$ cat src/inc/lesq_defs.vh
// Constants shared by the LED engine sequencer design files.
`ifndef LESQ_DEFS_VH
`define LESQ_DEFS_VH
// Timing: one millisecond expressed in nanoseconds, and the clock period.
`define LESQ_MS_NS 1000000
`define LESQ_CLK_NS 10
// Register byte offsets on the bus.
`define LESQ_ADR_CTRL 10'h000
`define LESQ_ADR_STAT 10'h004
`define LESQ_ADR_MASK 10'h008
`define LESQ_ADR_DUTY 10'h00c
`define LESQ_ADR_PC 10'h010
`define LESQ_ADR_MEM0 10'h100
`define LESQ_ADR_MEM3 10'h280
// Control register: engine i mode sits at [MODE_HI-2i -: 2], red at [5:4].
`define LESQ_MODE_HI 5
`define LESQ_CTRL_RST 8'h00
`define LESQ_MODE_HOLD 2'h0
`define LESQ_MODE_RUN 2'h2
`define LESQ_MODE_CLRPC 2'h3
// Program memory geometry per engine section.
`define LESQ_AW 5
`define LESQ_DW 24
`define LESQ_DEPTH 32
// Instruction fields.
`define LESQ_OP 23:21
`define LESQ_RAMP_NEG 20
`define LESQ_RAMP_STEPS 19:13
`define LESQ_TIME 9:0
`define LESQ_BR_CNT 13:8
`define LESQ_BR_TGT 4:0
`define LESQ_SET_VAL 7:0
`define LESQ_TRG_WAIT 7:4
`define LESQ_TRG_SEND 3:0
`define LESQ_END_IRQ 1
`define LESQ_END_RPC 0
// Opcodes.
`define LESQ_OP_RAMP 3'h0
`define LESQ_OP_WAIT 3'h1
`define LESQ_OP_BRANCH 3'h2
`define LESQ_OP_SET 3'h3
`define LESQ_OP_START 3'h4
`define LESQ_OP_TRIG 3'h5
`define LESQ_OP_END 3'h6
`endif

$ cat src/hdl/lesq_top.v
// LED engine sequencer: bus slave, interrupts and three program engines.
`timescale 1ns/100ps
`include "lesq_defs.vh"
module lesq_top
#(
  parameter MS_CYCLES = `LESQ_MS_NS / `LESQ_CLK_NS
)
(
  input wire clk_i,
  input wire rst_i,
  input wire wb_cyc_i,
  input wire wb_stb_i,
  input wire wb_we_i,
  input wire [9:0] wb_adr_i,
  input wire [3:0] wb_sel_i,
  input wire [31:0] wb_dat_i,
  output reg [31:0] wb_dat_o,
  output reg wb_ack_o,
  input wire ext_trig_i,
  output reg ext_trig_o,
  output wire [2:0] pwm_o,
  output wire irq_o
);
  // Engine states.
  localparam S_FETCH = 3'd0;
  localparam S_EXEC = 3'd1;
  localparam S_RAMP = 3'd2;
  localparam S_WAIT = 3'd3;
  localparam S_TRIG = 3'd4;
  localparam S_ENDED = 3'd5;

  // Bus registers and status.
  reg [7:0] ctrl_r; // Execution modes of the three engines.
  reg [2:0] stat_r; // Sticky end interrupts, one per engine.
  reg [2:0] mask_r; // Interrupt enables, same layout as status.
  reg [31:0] rdat_nxt; // Read data for the current address.
  wire req; // A bus cycle is pending.
  wire wr_go; // Write takes effect at this edge.
  wire [2:0] irq_set; // End-with-interrupt pulses from the engines.
  wire [23:0] duty_all; // Applied duty of each engine.
  wire [14:0] pc_all; // Program counter of each engine.
  wire [11:0] send_all; // Engine i to target j at bit 4i+j.
  wire [2:0] ext_send; // Engine asks to pulse the external line.

  // Millisecond timebase shared by all engines.
  reg [31:0] ms_cnt_r;
  reg ms_tick_r;

  // External trigger synchroniser and edge detect.
  reg ext_m_r;
  reg ext_s_r;
  reg ext_d_r;
  wire ext_rise;

  assign req = wb_cyc_i & wb_stb_i;
  // Writes land on the edge where the master samples the acknowledge.
  assign wr_go = req & wb_we_i & wb_ack_o;
  assign ext_rise = ext_s_r & ~ext_d_r;
  // Level interrupt while any unmasked status bit is set.
  assign irq_o = |(stat_r & mask_r);

  // Bus acknowledge: one cycle after the strobe, dropped the cycle after.
  always @(posedge clk_i)
  begin
    if (rst_i)
    begin
      wb_ack_o <= 1'b0;
      wb_dat_o <= 32'h00000000;
    end
    else
    begin
      wb_ack_o <= req & ~wb_ack_o;
      wb_dat_o <= rdat_nxt;
    end
  end

  // Read multiplexer; unmapped and program addresses read as zero.
  always @*
  begin
    rdat_nxt = 32'h00000000;
    case (wb_adr_i)
      `LESQ_ADR_CTRL: rdat_nxt = {24'h000000, ctrl_r};
      `LESQ_ADR_STAT: rdat_nxt = {29'h00000000, stat_r};
      `LESQ_ADR_MASK: rdat_nxt = {29'h00000000, mask_r};
      `LESQ_ADR_DUTY: rdat_nxt = {8'h00, duty_all};
      `LESQ_ADR_PC: rdat_nxt = {11'h000, pc_all[14:10], 3'h0, pc_all[9:5],
        3'h0, pc_all[4:0]};
      default: rdat_nxt = 32'h00000000;
    endcase
  end

  // Control, status and mask registers; a set beats a same-cycle clear.
  always @(posedge clk_i)
  begin
    if (rst_i)
    begin
      ctrl_r <= `LESQ_CTRL_RST;
      stat_r <= 3'h0;
      mask_r <= 3'h0;
    end
    else
    begin
      if (wr_go && wb_sel_i[0] && wb_adr_i == `LESQ_ADR_CTRL)
      begin
        ctrl_r <= wb_dat_i[7:0];
      end
      if (wr_go && wb_sel_i[0] && wb_adr_i == `LESQ_ADR_MASK)
      begin
        mask_r <= wb_dat_i[2:0];
      end
      if (wr_go && wb_sel_i[0] && wb_adr_i == `LESQ_ADR_STAT)
      begin
        stat_r <= (stat_r & ~wb_dat_i[2:0]) | irq_set;
      end
      else
      begin
        stat_r <= stat_r | irq_set;
      end
    end
  end

  // Millisecond tick: one pulse every MS_CYCLES clocks.
  always @(posedge clk_i)
  begin
    if (rst_i)
    begin
      ms_cnt_r <= 32'h00000000;
      ms_tick_r <= 1'b0;
    end
    else if (ms_cnt_r == MS_CYCLES - 1)
    begin
      ms_cnt_r <= 32'h00000000;
      ms_tick_r <= 1'b1;
    end
    else
    begin
      ms_cnt_r <= ms_cnt_r + 32'h00000001;
      ms_tick_r <= 1'b0;
    end
  end

  // External line: two flops, then an edge detector on the second.
  always @(posedge clk_i)
  begin
    if (rst_i)
    begin
      ext_m_r <= 1'b0;
      ext_s_r <= 1'b0;
      ext_d_r <= 1'b0;
      ext_trig_o <= 1'b0;
    end
    else
    begin
      ext_m_r <= ext_trig_i;
      ext_s_r <= ext_m_r;
      ext_d_r <= ext_s_r;
      ext_trig_o <= |ext_send;
    end
  end

  genvar i;
  generate
    for (i = 0; i < 3; i = i + 1)
    begin : g_eng
      reg [2:0] st_r; // Engine state.
      reg [4:0] pc_r; // Program counter within the own section.
      reg [7:0] duty_r; // Applied duty.
      reg [7:0] steps_r; // Ramp steps still to take.
      reg neg_r; // Ramp lowers the duty.
      reg [9:0] tgt_r; // Milliseconds per step or per wait.
      reg [9:0] tmr_r; // Milliseconds elapsed in this interval.
      reg [5:0] loop_r; // Remaining branch repeats.
      reg loop_act_r; // A counted loop is in progress.
      reg [3:0] seen_r; // Triggers received: r, g, b, external.
      reg [3:0] wmask_r; // Sources the current trigger waits on.
      reg [3:0] send_r; // One-cycle trigger send pulses.
      reg irq_r; // One-cycle end interrupt pulse.
      wire [3:0] rx; // Incoming trigger pulses this cycle.
      wire [23:0] ins; // Instruction at the program counter.
      wire [1:0] mode; // Mode field from the control register.
      wire mem_we; // Bus write into this section.
      wire run; // Engine allowed to execute.
      wire tick_done; // Interval elapses on this tick.

      assign mode = ctrl_r[`LESQ_MODE_HI - 2 * i -: 2];
      assign run = (mode == `LESQ_MODE_RUN);
      assign rx = {ext_rise, send_all[8 + i], send_all[4 + i], send_all[i]};
      assign mem_we = wr_go && (&wb_sel_i[2:0]) &&
        (wb_adr_i[9:7] == `LESQ_ADR_MEM0 / 128 + i) &&
        (wb_adr_i < `LESQ_ADR_MEM3);
      assign tick_done = ms_tick_r && ({1'b0, tmr_r} + 11'h001 >= {1'b0, tgt_r});
      assign irq_set[i] = irq_r;
      assign ext_send[i] = send_r[3];
      assign send_all[4 * i + 3 -: 4] = send_r;
      assign duty_all[8 * i + 7 -: 8] = duty_r;
      assign pc_all[5 * i + 4 -: 5] = pc_r;

      // Each engine has a private section and reads only that one.
      lesq_pmem u_mem
      (
        .clk_i(clk_i),
        .we_i(mem_we),
        .waddr_i(wb_adr_i[6:2]),
        .wdata_i(wb_dat_i[23:0]),
        .raddr_i(pc_r),
        .rdata_o(ins)
      );

      // Channel PWM driven from the applied duty.
      lesq_pwm u_pwm
      (
        .clk_i(clk_i),
        .rst_i(rst_i),
        .duty_i(duty_r),
        .pwm_o(pwm_o[i])
      );

      // Trigger capture: arrivals are sticky and win over the clear.
      always @(posedge clk_i)
      begin
        if (rst_i)
        begin
          seen_r <= 4'h0;
        end
        else if (st_r == S_TRIG && run && (seen_r & wmask_r) == wmask_r)
        begin
          seen_r <= (seen_r & ~wmask_r) | rx;
        end
        else
        begin
          seen_r <= seen_r | rx;
        end
      end

      // Program engine. Fetch takes one cycle since memory reads are
      // registered; leaving run mode for a hold mode freezes a ramp, wait or trigger wait in place but sends an ended engine back to fetch, mode three rewinds it.
      always @(posedge clk_i)
      begin
        if (rst_i)
        begin
          st_r <= S_FETCH;
          pc_r <= 5'h00;
          duty_r <= 8'h00;
          steps_r <= 8'h00;
          neg_r <= 1'b0;
          tgt_r <= 10'h000;
          tmr_r <= 10'h000;
          loop_r <= 6'h00;
          loop_act_r <= 1'b0;
          wmask_r <= 4'h0;
          send_r <= 4'h0;
          irq_r <= 1'b0;
        end
        else
        begin
          send_r <= 4'h0;
          irq_r <= 1'b0;
          if (mode == `LESQ_MODE_CLRPC)
          begin
            // Software rewind: counter to zero, engine held.
            pc_r <= 5'h00;
            loop_act_r <= 1'b0;
            st_r <= S_FETCH;
          end
          else if (!run)
          begin
            // Ended engines may restart once software leaves run mode.
            if (st_r == S_ENDED || st_r == S_EXEC)
            begin
              st_r <= S_FETCH;
            end
          end
          else
          begin
            case (st_r)
              S_FETCH:
              begin
                st_r <= S_EXEC;
              end
              S_EXEC:
              begin
                st_r <= S_FETCH;
                pc_r <= pc_r + 5'h01;
                tmr_r <= 10'h000;
                case (ins[`LESQ_OP])
                  `LESQ_OP_RAMP:
                  begin
                    // Step field holds count minus one: 1..128 steps.
                    neg_r <= ins[`LESQ_RAMP_NEG];
                    steps_r <= {1'b0, ins[`LESQ_RAMP_STEPS]} + 8'h01;
                    tgt_r <= ins[`LESQ_TIME];
                    pc_r <= pc_r;
                    st_r <= S_RAMP;
                  end
                  `LESQ_OP_WAIT:
                  begin
                    tgt_r <= ins[`LESQ_TIME];
                    pc_r <= pc_r;
                    st_r <= S_WAIT;
                  end
                  `LESQ_OP_BRANCH:
                  begin
                    if (ins[`LESQ_BR_CNT] == 6'h00)
                    begin
                      pc_r <= ins[`LESQ_BR_TGT];
                    end
                    else if (!loop_act_r)
                    begin
                      loop_act_r <= 1'b1;
                      loop_r <= ins[`LESQ_BR_CNT] - 6'h01;
                      pc_r <= ins[`LESQ_BR_TGT];
                    end
                    else if (loop_r != 6'h00)
                    begin
                      loop_r <= loop_r - 6'h01;
                      pc_r <= ins[`LESQ_BR_TGT];
                    end
                    else
                    begin
                      // Loop exhausted: fall through and rearm.
                      loop_act_r <= 1'b0;
                    end
                  end
                  `LESQ_OP_SET:
                  begin
                    duty_r <= ins[`LESQ_SET_VAL];
                  end
                  `LESQ_OP_START:
                  begin
                    pc_r <= 5'h00;
                    loop_act_r <= 1'b0;
                  end
                  `LESQ_OP_TRIG:
                  begin
                    // Sends leave at once; a wait holds the counter.
                    send_r <= ins[`LESQ_TRG_SEND];
                    wmask_r <= ins[`LESQ_TRG_WAIT];
                    if (ins[`LESQ_TRG_WAIT] != 4'h0)
                    begin
                      pc_r <= pc_r;
                      st_r <= S_TRIG;
                    end
                  end
                  `LESQ_OP_END:
                  begin
                    irq_r <= ins[`LESQ_END_IRQ];
                    pc_r <= ins[`LESQ_END_RPC] ? 5'h00 : pc_r;
                    st_r <= S_ENDED;
                  end
                  default:
                  begin
                    // Undefined opcodes are skipped.
                    st_r <= S_FETCH;
                  end
                endcase
              end
              S_RAMP:
              begin
                if (ms_tick_r)
                begin
                  tmr_r <= tick_done ? 10'h000 : tmr_r + 10'h001;
                end
                if (tick_done)
                begin
                  // Saturate at the ends of the duty range.
                  if (neg_r && duty_r != 8'h00)
                  begin
                    duty_r <= duty_r - 8'h01;
                  end
                  else if (!neg_r && duty_r != 8'hff)
                  begin
                    duty_r <= duty_r + 8'h01;
                  end
                  steps_r <= steps_r - 8'h01;
                  if (steps_r == 8'h01)
                  begin
                    pc_r <= pc_r + 5'h01;
                    st_r <= S_FETCH;
                  end
                end
              end
              S_WAIT:
              begin
                if (ms_tick_r)
                begin
                  tmr_r <= tmr_r + 10'h001;
                end
                if (tick_done)
                begin
                  pc_r <= pc_r + 5'h01;
                  st_r <= S_FETCH;
                end
              end
              S_TRIG:
              begin
                if ((seen_r & wmask_r) == wmask_r)
                begin
                  pc_r <= pc_r + 5'h01;
                  st_r <= S_FETCH;
                end
              end
              S_ENDED:
              begin
                // Stopped until software takes the engine out of run.
                st_r <= S_ENDED;
              end
              default:
              begin
                st_r <= S_FETCH;
              end
            endcase
          end
        end
      end
    end
  endgenerate
endmodule

$ cat src/hdl/lesq_pmem.v
// Program memory for one engine section, write port and registered read.
`timescale 1ns/100ps
`include "lesq_defs.vh"
module lesq_pmem
(
  input wire clk_i,
  input wire we_i,
  input wire [`LESQ_AW-1:0] waddr_i,
  input wire [`LESQ_DW-1:0] wdata_i,
  input wire [`LESQ_AW-1:0] raddr_i,
  output reg [`LESQ_DW-1:0] rdata_o
);
  // Storage array; contents are undefined until software loads a program.
  reg [`LESQ_DW-1:0] mem_r [0:`LESQ_DEPTH-1];

  // Write and read each clock; read data are registered.
  always @(posedge clk_i)
  begin
    if (we_i)
    begin
      mem_r[waddr_i] <= wdata_i;
    end
    rdata_o <= mem_r[raddr_i];
  end
endmodule

$ cat src/hdl/lesq_pwm.v
// Free running eight-bit PWM generator for one LED channel.
`timescale 1ns/100ps
`include "lesq_defs.vh"
module lesq_pwm
(
  input wire clk_i,
  input wire rst_i,
  input wire [7:0] duty_i,
  output reg pwm_o
);
  // Period counter; duty 0 stays low, 255 is high 255 of 256 slots.
  reg [7:0] cnt_r;

  // Compare the counter against the duty each cycle.
  always @(posedge clk_i)
  begin
    if (rst_i)
    begin
      cnt_r <= 8'h00;
      pwm_o <= 1'b0;
    end
    else
    begin
      cnt_r <= cnt_r + 8'h01;
      pwm_o <= (cnt_r < duty_i);
    end
  end
endmodule

$ cat config.mk
export PLATFORM = sky130hd
export DESIGN_NAME = lesq_top
export DESIGN_NICKNAME = d
export VERILOG_FILES = /design/src/hdl/lesq_top.v /design/src/hdl/lesq_pmem.v /design/src/hdl/lesq_pwm.v
export VERILOG_INCLUDE_DIRS = /design/src /design/src/inc
export SDC_FILE = /design/constraint.sdc
export NUM_CORES = 2
export LEC_CHECK = 0
export BUFFER_PORTS_ARGS = -buffer_cell sky130_fd_sc_hd__buf_2
export CORE_ASPECT_RATIO = 0.8
export CORE_MARGIN = 5
export CORE_UTILIZATION = 53
export CTS_CLUSTER_DIAMETER = 200
export DETAILED_ROUTE_END_ITERATION = 6
export PLACE_DENSITY = 0.71
export SKIP_LAST_GASP = 1
export SLEW_MARGIN = 20
export SYNTH_ARGS = -nofsm -noshare
export SYNTH_HDL_FRONTEND = slang
export SYNTH_HIERARCHICAL = 1
export SYNTH_SLANG_ARGS = --single-unit
$ cat constraint.sdc
create_clock -name clk_i -period 3.9 [get_ports clk_i]
set_clock_uncertainty 0.1 [all_clocks]
set_input_delay 0.585 -clock clk_i [delete_from_list [all_inputs] [get_ports clk_i]]
set_output_delay 0.585 -clock clk_i [all_outputs]
set_load 0.005 [all_outputs]
======== Yosys cells after proc, flatten, opt, wreduce, memory -nomap -nowiden ========
Memory sizes are Yosys's and may differ from the RTL's. A register that Yosys moved wholly into a read port is not among the register bits.
Index checks and enable logic that the tools add are counted.
operators by class
  add/sub/neg operators ................... 31
  equality and inequality tests ........... 110
  mux-type cells .......................... 126
  $lt $le $gt $ge ......................... 7
  reduce and logical (&&, ||, !) cells .... 112
  bitwise gates (word level) .............. 45
operators with widths
  operator                                                               count
  8-bit 2-to-1 mux                                                       18
  5-bit 2-to-1 mux                                                       27
  24-bit one-hot mux with 5 select lines                                 1
  8-bit one-hot mux with 2 select lines                                  6
  10-bit 2-to-1 mux                                                      9
  10-bit one-hot mux with 3 select lines                                 3
  5-bit one-hot mux with 5 select lines                                  3
  3-bit 2-to-1 mux                                                       22
  5-bit one-hot mux with 4 select lines                                  3
  3-bit one-hot mux with 6 select lines                                  3
  8-bit by 1-bit adder with 8-bit output, second input constant          6
  3-bit equality test, second input constant                             16
  4-bit AND reduction                                                    12
  8-bit by 1-bit subtractor with 8-bit output, second input constant     6
  3-bit inequality test, second input constant                           15
  5-bit AND reduction                                                    9
  3-bit by 2-bit equality test with 1-bit output, second input constant  14
  2-bit inequality test, second input constant                           21
  6-bit 2-to-1 mux                                                       6
  3-bit one-hot mux with 4 select lines                                  3
  6-bit AND reduction                                                    6
  6-bit by 1-bit subtractor with 6-bit output, second input constant     6
  10-bit by 1-bit adder with 11-bit output, second input constant        3
  11-bit by 10-bit >= comparator with 1-bit output                       3
  other kinds (44)                                                       210
word-level totals
  bits in registers ....................... 306
  output and inout bits ................... 38
  memory bits (writable) .................. 2304
  memories ................................ 3
memories
  memory                words  width  read ports  clocked after Yosys merged registers in  write ports  line            RTL
  g_eng[0].u_mem.mem_r  32     24     1           1                                        1            lesq_pmem.v:14  reg [`LESQ_DW-1:0] mem_r [0:`LESQ_DEPTH-1];
  g_eng[1].u_mem.mem_r  32     24     1           1                                        1            lesq_pmem.v:14
  g_eng[2].u_mem.mem_r  32     24     1           1                                        1            lesq_pmem.v:14

======== Longest topological paths before layout ========
  word-level depth ........................ 8
  gate-level depth with buffers ........... 15
  mapped depth without buffers ............ 13

======== Modules after synthesis ========
The synthesis kept the hierarchy.
by module, submodules not included
  module                          area an instance (um^2)  instances  cells an instance
  lesq_pmem (g_eng[0].u_mem ...)  30480.5                  2          1711
  lesq_pmem (g_eng[1].u_mem)      30478.0                  1          1711
  lesq_top                        15359.7                  1          1873
  lesq_pwm                        501.7                    3          59

======== Worst setup path after synthesis ========
OpenSTA, ideal clock, no wires.
  path kind ............................... input to register
  from .................................... input port wb_cyc_i
  to ...................................... memory g_eng[1].u_mem/mem_r[12][0] (netlist bit) (enable)
  library setup time ...................... 0.405 ns
  buffers on the path ..................... 2
  stages .................................. 7
  arrival ................................. 3.190 ns
  path slack .............................. 0.205 ns
  path through ............................ nand2_1 or2_2 clkbuf_1 nor4b_1 or3b_2 clkbuf_1 nor2_1
between the ends
  cells in the longest elaborated chain, start to end .. 8
ends and longest elaborated chain
  what                                    line            RTL
  from (decl)                             lesq_top.v:11   input wire wb_cyc_i,
  1-bit AND                               lesq_top.v:55   assign req = wb_cyc_i & wb_stb_i;
  1-bit AND (2 in series)                 lesq_top.v:57   assign wr_go = req & wb_we_i & wb_ack_o;
  1-bit logical AND (3 in series)         lesq_top.v:188  assign mem_we = wr_go && (&wb_sel_i[2:0]) &&
  via g_eng[1].mem_we                     lesq_top.v:181  wire mem_we;
  1-bit 2-to-1 mux                        lesq_pmem.v:19  if (we_i)
  1-bit 2-to-1 mux (not written as such)  lesq_pmem.v:21  mem_r[waddr_i] <= wdata_i;
  to (decl)                               lesq_pmem.v:14
The timed path passes the listed nets, and every way through them passes these cells.

======== Final worst setup path ========
  from .................................... register g_eng[2].tmr_r[0]
  to ...................................... register g_eng[2].tmr_r[6]
between the ends
  cells in the longest elaborated chain, start to end .. 6
  elaborated cells on any way between the ends .. 8
  those cells by class .................... add/sub: 2; order compare: 1; mux: 4; reduce/logical: 1
ends and longest elaborated chain
  what                                              line            RTL
  from (decl)                                       lesq_top.v:171  reg [9:0] tmr_r;
  from (signal assigned)                            lesq_top.v:361  tmr_r <= tick_done ? 10'h000 : tmr_r + 10'h001;
  from (signal assigned)                            lesq_top.v:386  tmr_r <= tmr_r + 10'h001;
  10-bit by 1-bit adder with 11-bit output          lesq_top.v:191  assign tick_done = ms_tick_r && ({1'b0, tmr_r} + 11'h001 >= {1'b0, tgt_r});
  11-bit by 10-bit >= comparator with 1-bit output  lesq_top.v:191
  1-bit logical AND                                 lesq_top.v:191
  10-bit 2-to-1 mux                                 lesq_top.v:361
  10-bit 2-to-1 mux                                 lesq_top.v:359  if (ms_tick_r)
  10-bit one-hot mux with 3 select lines *          lesq_top.v:275  case (st_r)
Mark *: on every way between the ends. The rest lies on a longest branch, timed or not. The select of a mux whose other input is x is not followed.
A chain may end at the register's enable or synchronous reset.

==> results.md <==
Global route:
- The largest net degree at the start of global routing is ~140.
- For this run the aggregate overflow at the end of global routing stands at 0.
- The global-route wire length before repair is 394 mm.
- The number of global-route vias before repair is about 62000.
- The initial antenna violation count is 23.
- Across every metal layer, demand over resource in global routing totals between 20% and 30%.

Power and ir drop:
- The worst-case IR drop observed on VDD is about 0.46 mV.
- The share of power burned in registers is 55.0%.
- The clock network fraction of total power is ~44%.
- For this design the static power due to leakage is around 38 nW.
- Internal power comes to between 40 and 50 mW.
- Power comes to ~56 mW.
- The net load switching power is 11.0 mW.
- The share of total power in combinational logic is under 10%.
- The switching power as a share of total power is roughly 19%.
- Dividing total power by cell area gives a power density of 463 mW/mm².

Worst setup path:
- The cell that appears most often on the critical path is sky130_fd_sc_hd__a21oi_1.
- The required time at the worst-slack endpoint is between 4 and 5 ns.
- The worst setup path is launched from a flip-flop.
- The largest individual stage delay along the critical path comes from the cell sky130_fd_sc_hd__nor2_1.
- Data arrives at the worst endpoint at 4.28 ns.
- The worst flop-to-flop path startpoint is g_eng[2].tmr_r[0].
- Grouping stages by cell kind, the critical path spends the most delay in simple AND/OR/NAND/NOR gates.
- The setup path with the least slack is of type reg2reg.
- The top fanout value on the critical path is 7.
- Together, buffers and inverters on the worst path number 0.
- In this run the worst setup path begins at g_eng[2].tmr_r[0].
- The worst setup path is captured at a flip-flop.
- The slack of the worst reg-to-reg path is 0.31 ns.
- The maximum cell stage delay along the critical path is 0.48 ns.
- The signal on the critical path passes through ha_1 > and3_1 > nand3_1 > and2_1 > or2_2 > ha_1 > a21oi_1 > o21ai_0 > a21oi_1 > o221ai_1 > nor2_1 > o21ai_0 > a21oi_1.

Synth:
- The sequential area share after synthesis is between 70% and 80%.
- The number of warnings reported in the yosys synthesis log is 6.
- The post-synthesis async set-or-reset flop share is 0%.
- In the synthesized netlist, the number of instances is 7183.
- The cell area that synthesis handed to floorplanning was roughly 0.11 mm².
- Counting distinct cell types in the post-synthesis netlist gives 105.
- The predominant post-synthesis flop cell is sky130_fd_sc_hd__edfxtp_1.
- The post-synthesis register bit count is between 2000 and 3000.
- The average footprint of a synthesized cell is 15.1 µm².
- The number of enable-type register cells in the synthesized netlist is between 2000 and 2500.

Route:
- The residual DRC count is 3.
- The final route contains roughly 63000 vias.
- The average detailed-routed wire length per instance is around 26 µm.
- The vias per cell is just over 6.
- Before antenna repair, the detailed router went through 7 iterations.
- The detailed router's first-iteration violation count is about 7400.
- The routed design has between 200 and 300 mm of wire.
- Once detail routing completed, the nets flagged for antenna violations numbered 0.

Floorplan:
- The core footprint is slightly above 0.2 mm².
- The die extent in y is approximately 410 µm.
- The initial standard-cell utilization of the core is between 50% and 60%.
- The number of top-level design ports is 90.
- The die width is ~500 µm.
- The die covers approximately 0.21 mm².
- The floorplan row count is about 150.

Run status:
- The checks that failed: design-rule violations.
- The run finished, with violations left.

CTS:
- CTS saw 2674 sinks.
- Gates resized during post-CTS repair numbered 0.
- No sink is reached through more buffers than the 4 on the longest clock path.
- TritonCTS built the clock tree.
- The later pin in the worst-skew pair is clocked with a latency of ~0.90 ns.
- The clock root buffer is sky130_fd_sc_hd__clkbuf_16.
- The total of hold buffers inserted after clock tree synthesis is 4.
- In this run the post-CTS setup repair buffer count came out at 0.
- The total clock buffers created by CTS is 274.
- The clock transition time at the flip-flop clock pins of the worst setup and hold paths is 0.06 ns.
- In this run the number of H-tree levels came out at 5.

Timing:
- Measured against its own limit, the worst slew margin works out to approximately a quarter.
- In the finished design, the share of the clock period the worst path needs comes to between 90% and 100%.
- The final max-slew violation count was 0.
- Setup repair after global routing left no endpoint under its margin.
- The hold violation total from the final report came to 0.
- The worst path needs 3.59 ns of the cycle, external delays included.
- The transition at the pin with the smallest max-transition slack is roughly 1.1 ns.
- The count of final setup violators is 0.
- The peak clock frequency supported by timing is around 280 MHz.
- The setup TNS after final layout is 0 ns.

Place:
- Input and output buffers added on the ports amount to just over 70.
- The global placement routability congestion is 0.851.
- Summing all placed instances gives a cell area of roughly 0.11 mm².
- The half-perimeter wire length after detailed placement is ~160 mm.

Cells and area:
- From synthesis to final layout, the design area changed by 12.7%.
- The net count of the finished layout is between 7000 and 8000.
- The final core utilization is about three fifths.
- The post-route cell area is about 0.12 mm².
- The filler cells instantiated in the layout total 15000.
- The share of post-route cells with drive strength above 1 is between 10 and 15%.

Min path:
- The worst hold path begins at wb_dat_i[21].
- The path class of the tightest hold or removal check is in2reg.

Flow run:
- Across the run, the number of max-cap violations was 0.
sequential cells by signal, indices dropped and copies added, names as in the netlist, 8 cells and up:
register,cells
g_eng.send_r,12
g_eng.tmr_r,30
g_eng.steps_r,24
g_eng.u_pwm/cnt_r,24
g_eng.u_mem/mem_r,2304
g_eng.tgt_r,30
wb_dat_o,24
ms_cnt_r,32
g_eng.seen_r,12
g_eng.loop_r,18
g_eng.u_mem/rdata_o,72
g_eng.st_r,9
ctrl_r,8
g_eng.wmask_r,12
g_eng.duty_r,24
g_eng.pc_r,15
worst paths after layout:
path / endpoint / cells past startpoint
worst max-delay path: g_eng[2].tmr_r[6] / 13
worst min-delay path: g_eng[1].u_mem/mem_r[15][21] / 1
worst max register to register: g_eng[2].tmr_r[6] / 13
worst min register to register: g_eng[0].seen_r[0] / 2
cell usage after synthesis, types with 17 or more instances:
master | n | area, µm²
sky130_fd_sc_hd__ha_1 | 91 | 1140
sky130_fd_sc_hd__nand2b_1 | 33 | 206
sky130_fd_sc_hd__a21oi_1 | 344 | 1720
sky130_fd_sc_hd__mux2i_1 | 1238 | 12400
sky130_fd_sc_hd__buf_2 | 89 | 445
sky130_fd_sc_hd__clkbuf_1 | 145 | 544
sky130_fd_sc_hd__xor2_1 | 68 | 596
sky130_fd_sc_hd__and3_1 | 45 | 282
sky130_fd_sc_hd__nor3_1 | 123 | 616
sky130_fd_sc_hd__nand3_1 | 308 | 1540
sky130_fd_sc_hd__nand4_1 | 24 | 150
sky130_fd_sc_hd__a22o_1 | 145 | 1270
sky130_fd_sc_hd__edfxtp_1 | 2304 | 69200
sky130_fd_sc_hd__buf_4 | 47 | 353
sky130_fd_sc_hd__a211oi_1 | 32 | 240
sky130_fd_sc_hd__a31oi_1 | 86 | 538
sky130_fd_sc_hd__nor2_1 | 372 | 1400
sky130_fd_sc_hd__inv_1 | 97 | 364
sky130_fd_sc_hd__o21ai_0 | 107 | 536
sky130_fd_sc_hd__buf_1 | 21 | 78.8
sky130_fd_sc_hd__nand3b_1 | 24 | 180
sky130_fd_sc_hd__buf_6 | 71 | 800
sky130_fd_sc_hd__dfxtp_1 | 370 | 7410
sky130_fd_sc_hd__a22oi_1 | 252 | 1890
sky130_fd_sc_hd__and2_1 | 17 | 106
sky130_fd_sc_hd__nand2_1 | 380 | 1430
sky130_fd_sc_hd__nor4_1 | 24 | 150
sky130_fd_sc_hd__nor2b_1 | 45 | 282
sky130_fd_sc_hd__xnor2_1 | 36 | 315
area by class of cell:
| type | instances | area, µm² | area share, % |
|---|---|---|---|
| Sequential cell | 2674 | 76600 | 62.7 |
| Clock buffer | 356 | 7340 | 6.01 |
| Tap cell | 2700 | 3380 | 2.77 |
| Clock inverter | 110 | 996 | 0.816 |
| Antenna cell | 8 | 20.0 | 0.0164 |
| Multi-Input combinational cell | 4041 | 29500 | 24.1 |
| Timing Repair Buffer | 389 | 3910 | 3.20 |
| Inverter | 98 | 368 | 0.301 |
per-stage QoR:
stage	std cells	worst slack (ns)	hold slack [ns]
CTS	10400	0.367	0.0317
global route	10400	0.0757	0.0462
detailed placement	9897	0.375	0.334
floorplan	7190	0.205	0.313
global placement	9897	0.267	0.321
finish	10400	0.308	0.0692
cells by family (layout without fill, tap and decap cells):
| group | count (synthesis) | count (layout) | synth area share [%] |
|---|---|---|---|
| buffers and inverters | 475 | 953 | 2.42 |
| AOI/OAI and AO/OA | 1101 | 1101 | 6.84 |
| and+or+nand+nor | 1495 | 1495 | 6.61 |
| DFF | 2674 | 2674 | 70.7 |
| xor gates and xnor gates | 104 | 104 | 0.841 |
| adders and majority gates | 94 | 94 | 1.11 |
| muxes | 1239 | 1239 | 11.5 |
| other | 1 | 16 | 0.00346 |
power groups by stage:
stage	logic [mW]	clock network (mW)	registers [mW]
detailed placement	0.693	0	31.7
finish	0.706	24.7	31.0
CTS	0.699	25.1	31.0
global placement	0.660	0	31.7
floorplan	0.0972	0	31.7
global route	0.748	26.4	31.0
layout by cell type (no fill, tap or decap), types with 30 or more instances in the layout:
master,n
sky130_fd_sc_hd__nand3_1,308
sky130_fd_sc_hd__xnor2_1,36
sky130_fd_sc_hd__edfxtp_1,2304
sky130_fd_sc_hd__a31oi_1,86
sky130_fd_sc_hd__nand2b_1,32
sky130_fd_sc_hd__a211oi_1,32
sky130_fd_sc_hd__buf_12,87
sky130_fd_sc_hd__clkinv_2,30
sky130_fd_sc_hd__mux2i_1,1238
sky130_fd_sc_hd__nor3_1,122
sky130_fd_sc_hd__o21ai_0,107
sky130_fd_sc_hd__a22o_1,145
sky130_fd_sc_hd__xor2_1,68
sky130_fd_sc_hd__dfxtp_1,367
sky130_fd_sc_hd__nand2_1,380
sky130_fd_sc_hd__inv_1,97
sky130_fd_sc_hd__nor2_1,273
sky130_fd_sc_hd__buf_2,47
sky130_fd_sc_hd__ha_1,91
sky130_fd_sc_hd__and3_1,45
sky130_fd_sc_hd__clkbuf_1,68
sky130_fd_sc_hd__clkinv_1,46
sky130_fd_sc_hd__a21oi_1,344
sky130_fd_sc_hd__a22oi_1,252
sky130_fd_sc_hd__nor2_2,99
sky130_fd_sc_hd__clkbuf_16,278
sky130_fd_sc_hd__buf_4,249
sky130_fd_sc_hd__nor2b_1,39
metal layers:
metal  routed length, µm  global-route usage (%)  up-vias
li1                    -                       -    28300
met1              113000                    35.7    31500
met2              118000                    36.4     2699
met3               25000                    5.37      492
met4               11000                    9.42       16
met5                 195                   0.314        -
(Power assumes the default switching activity.)
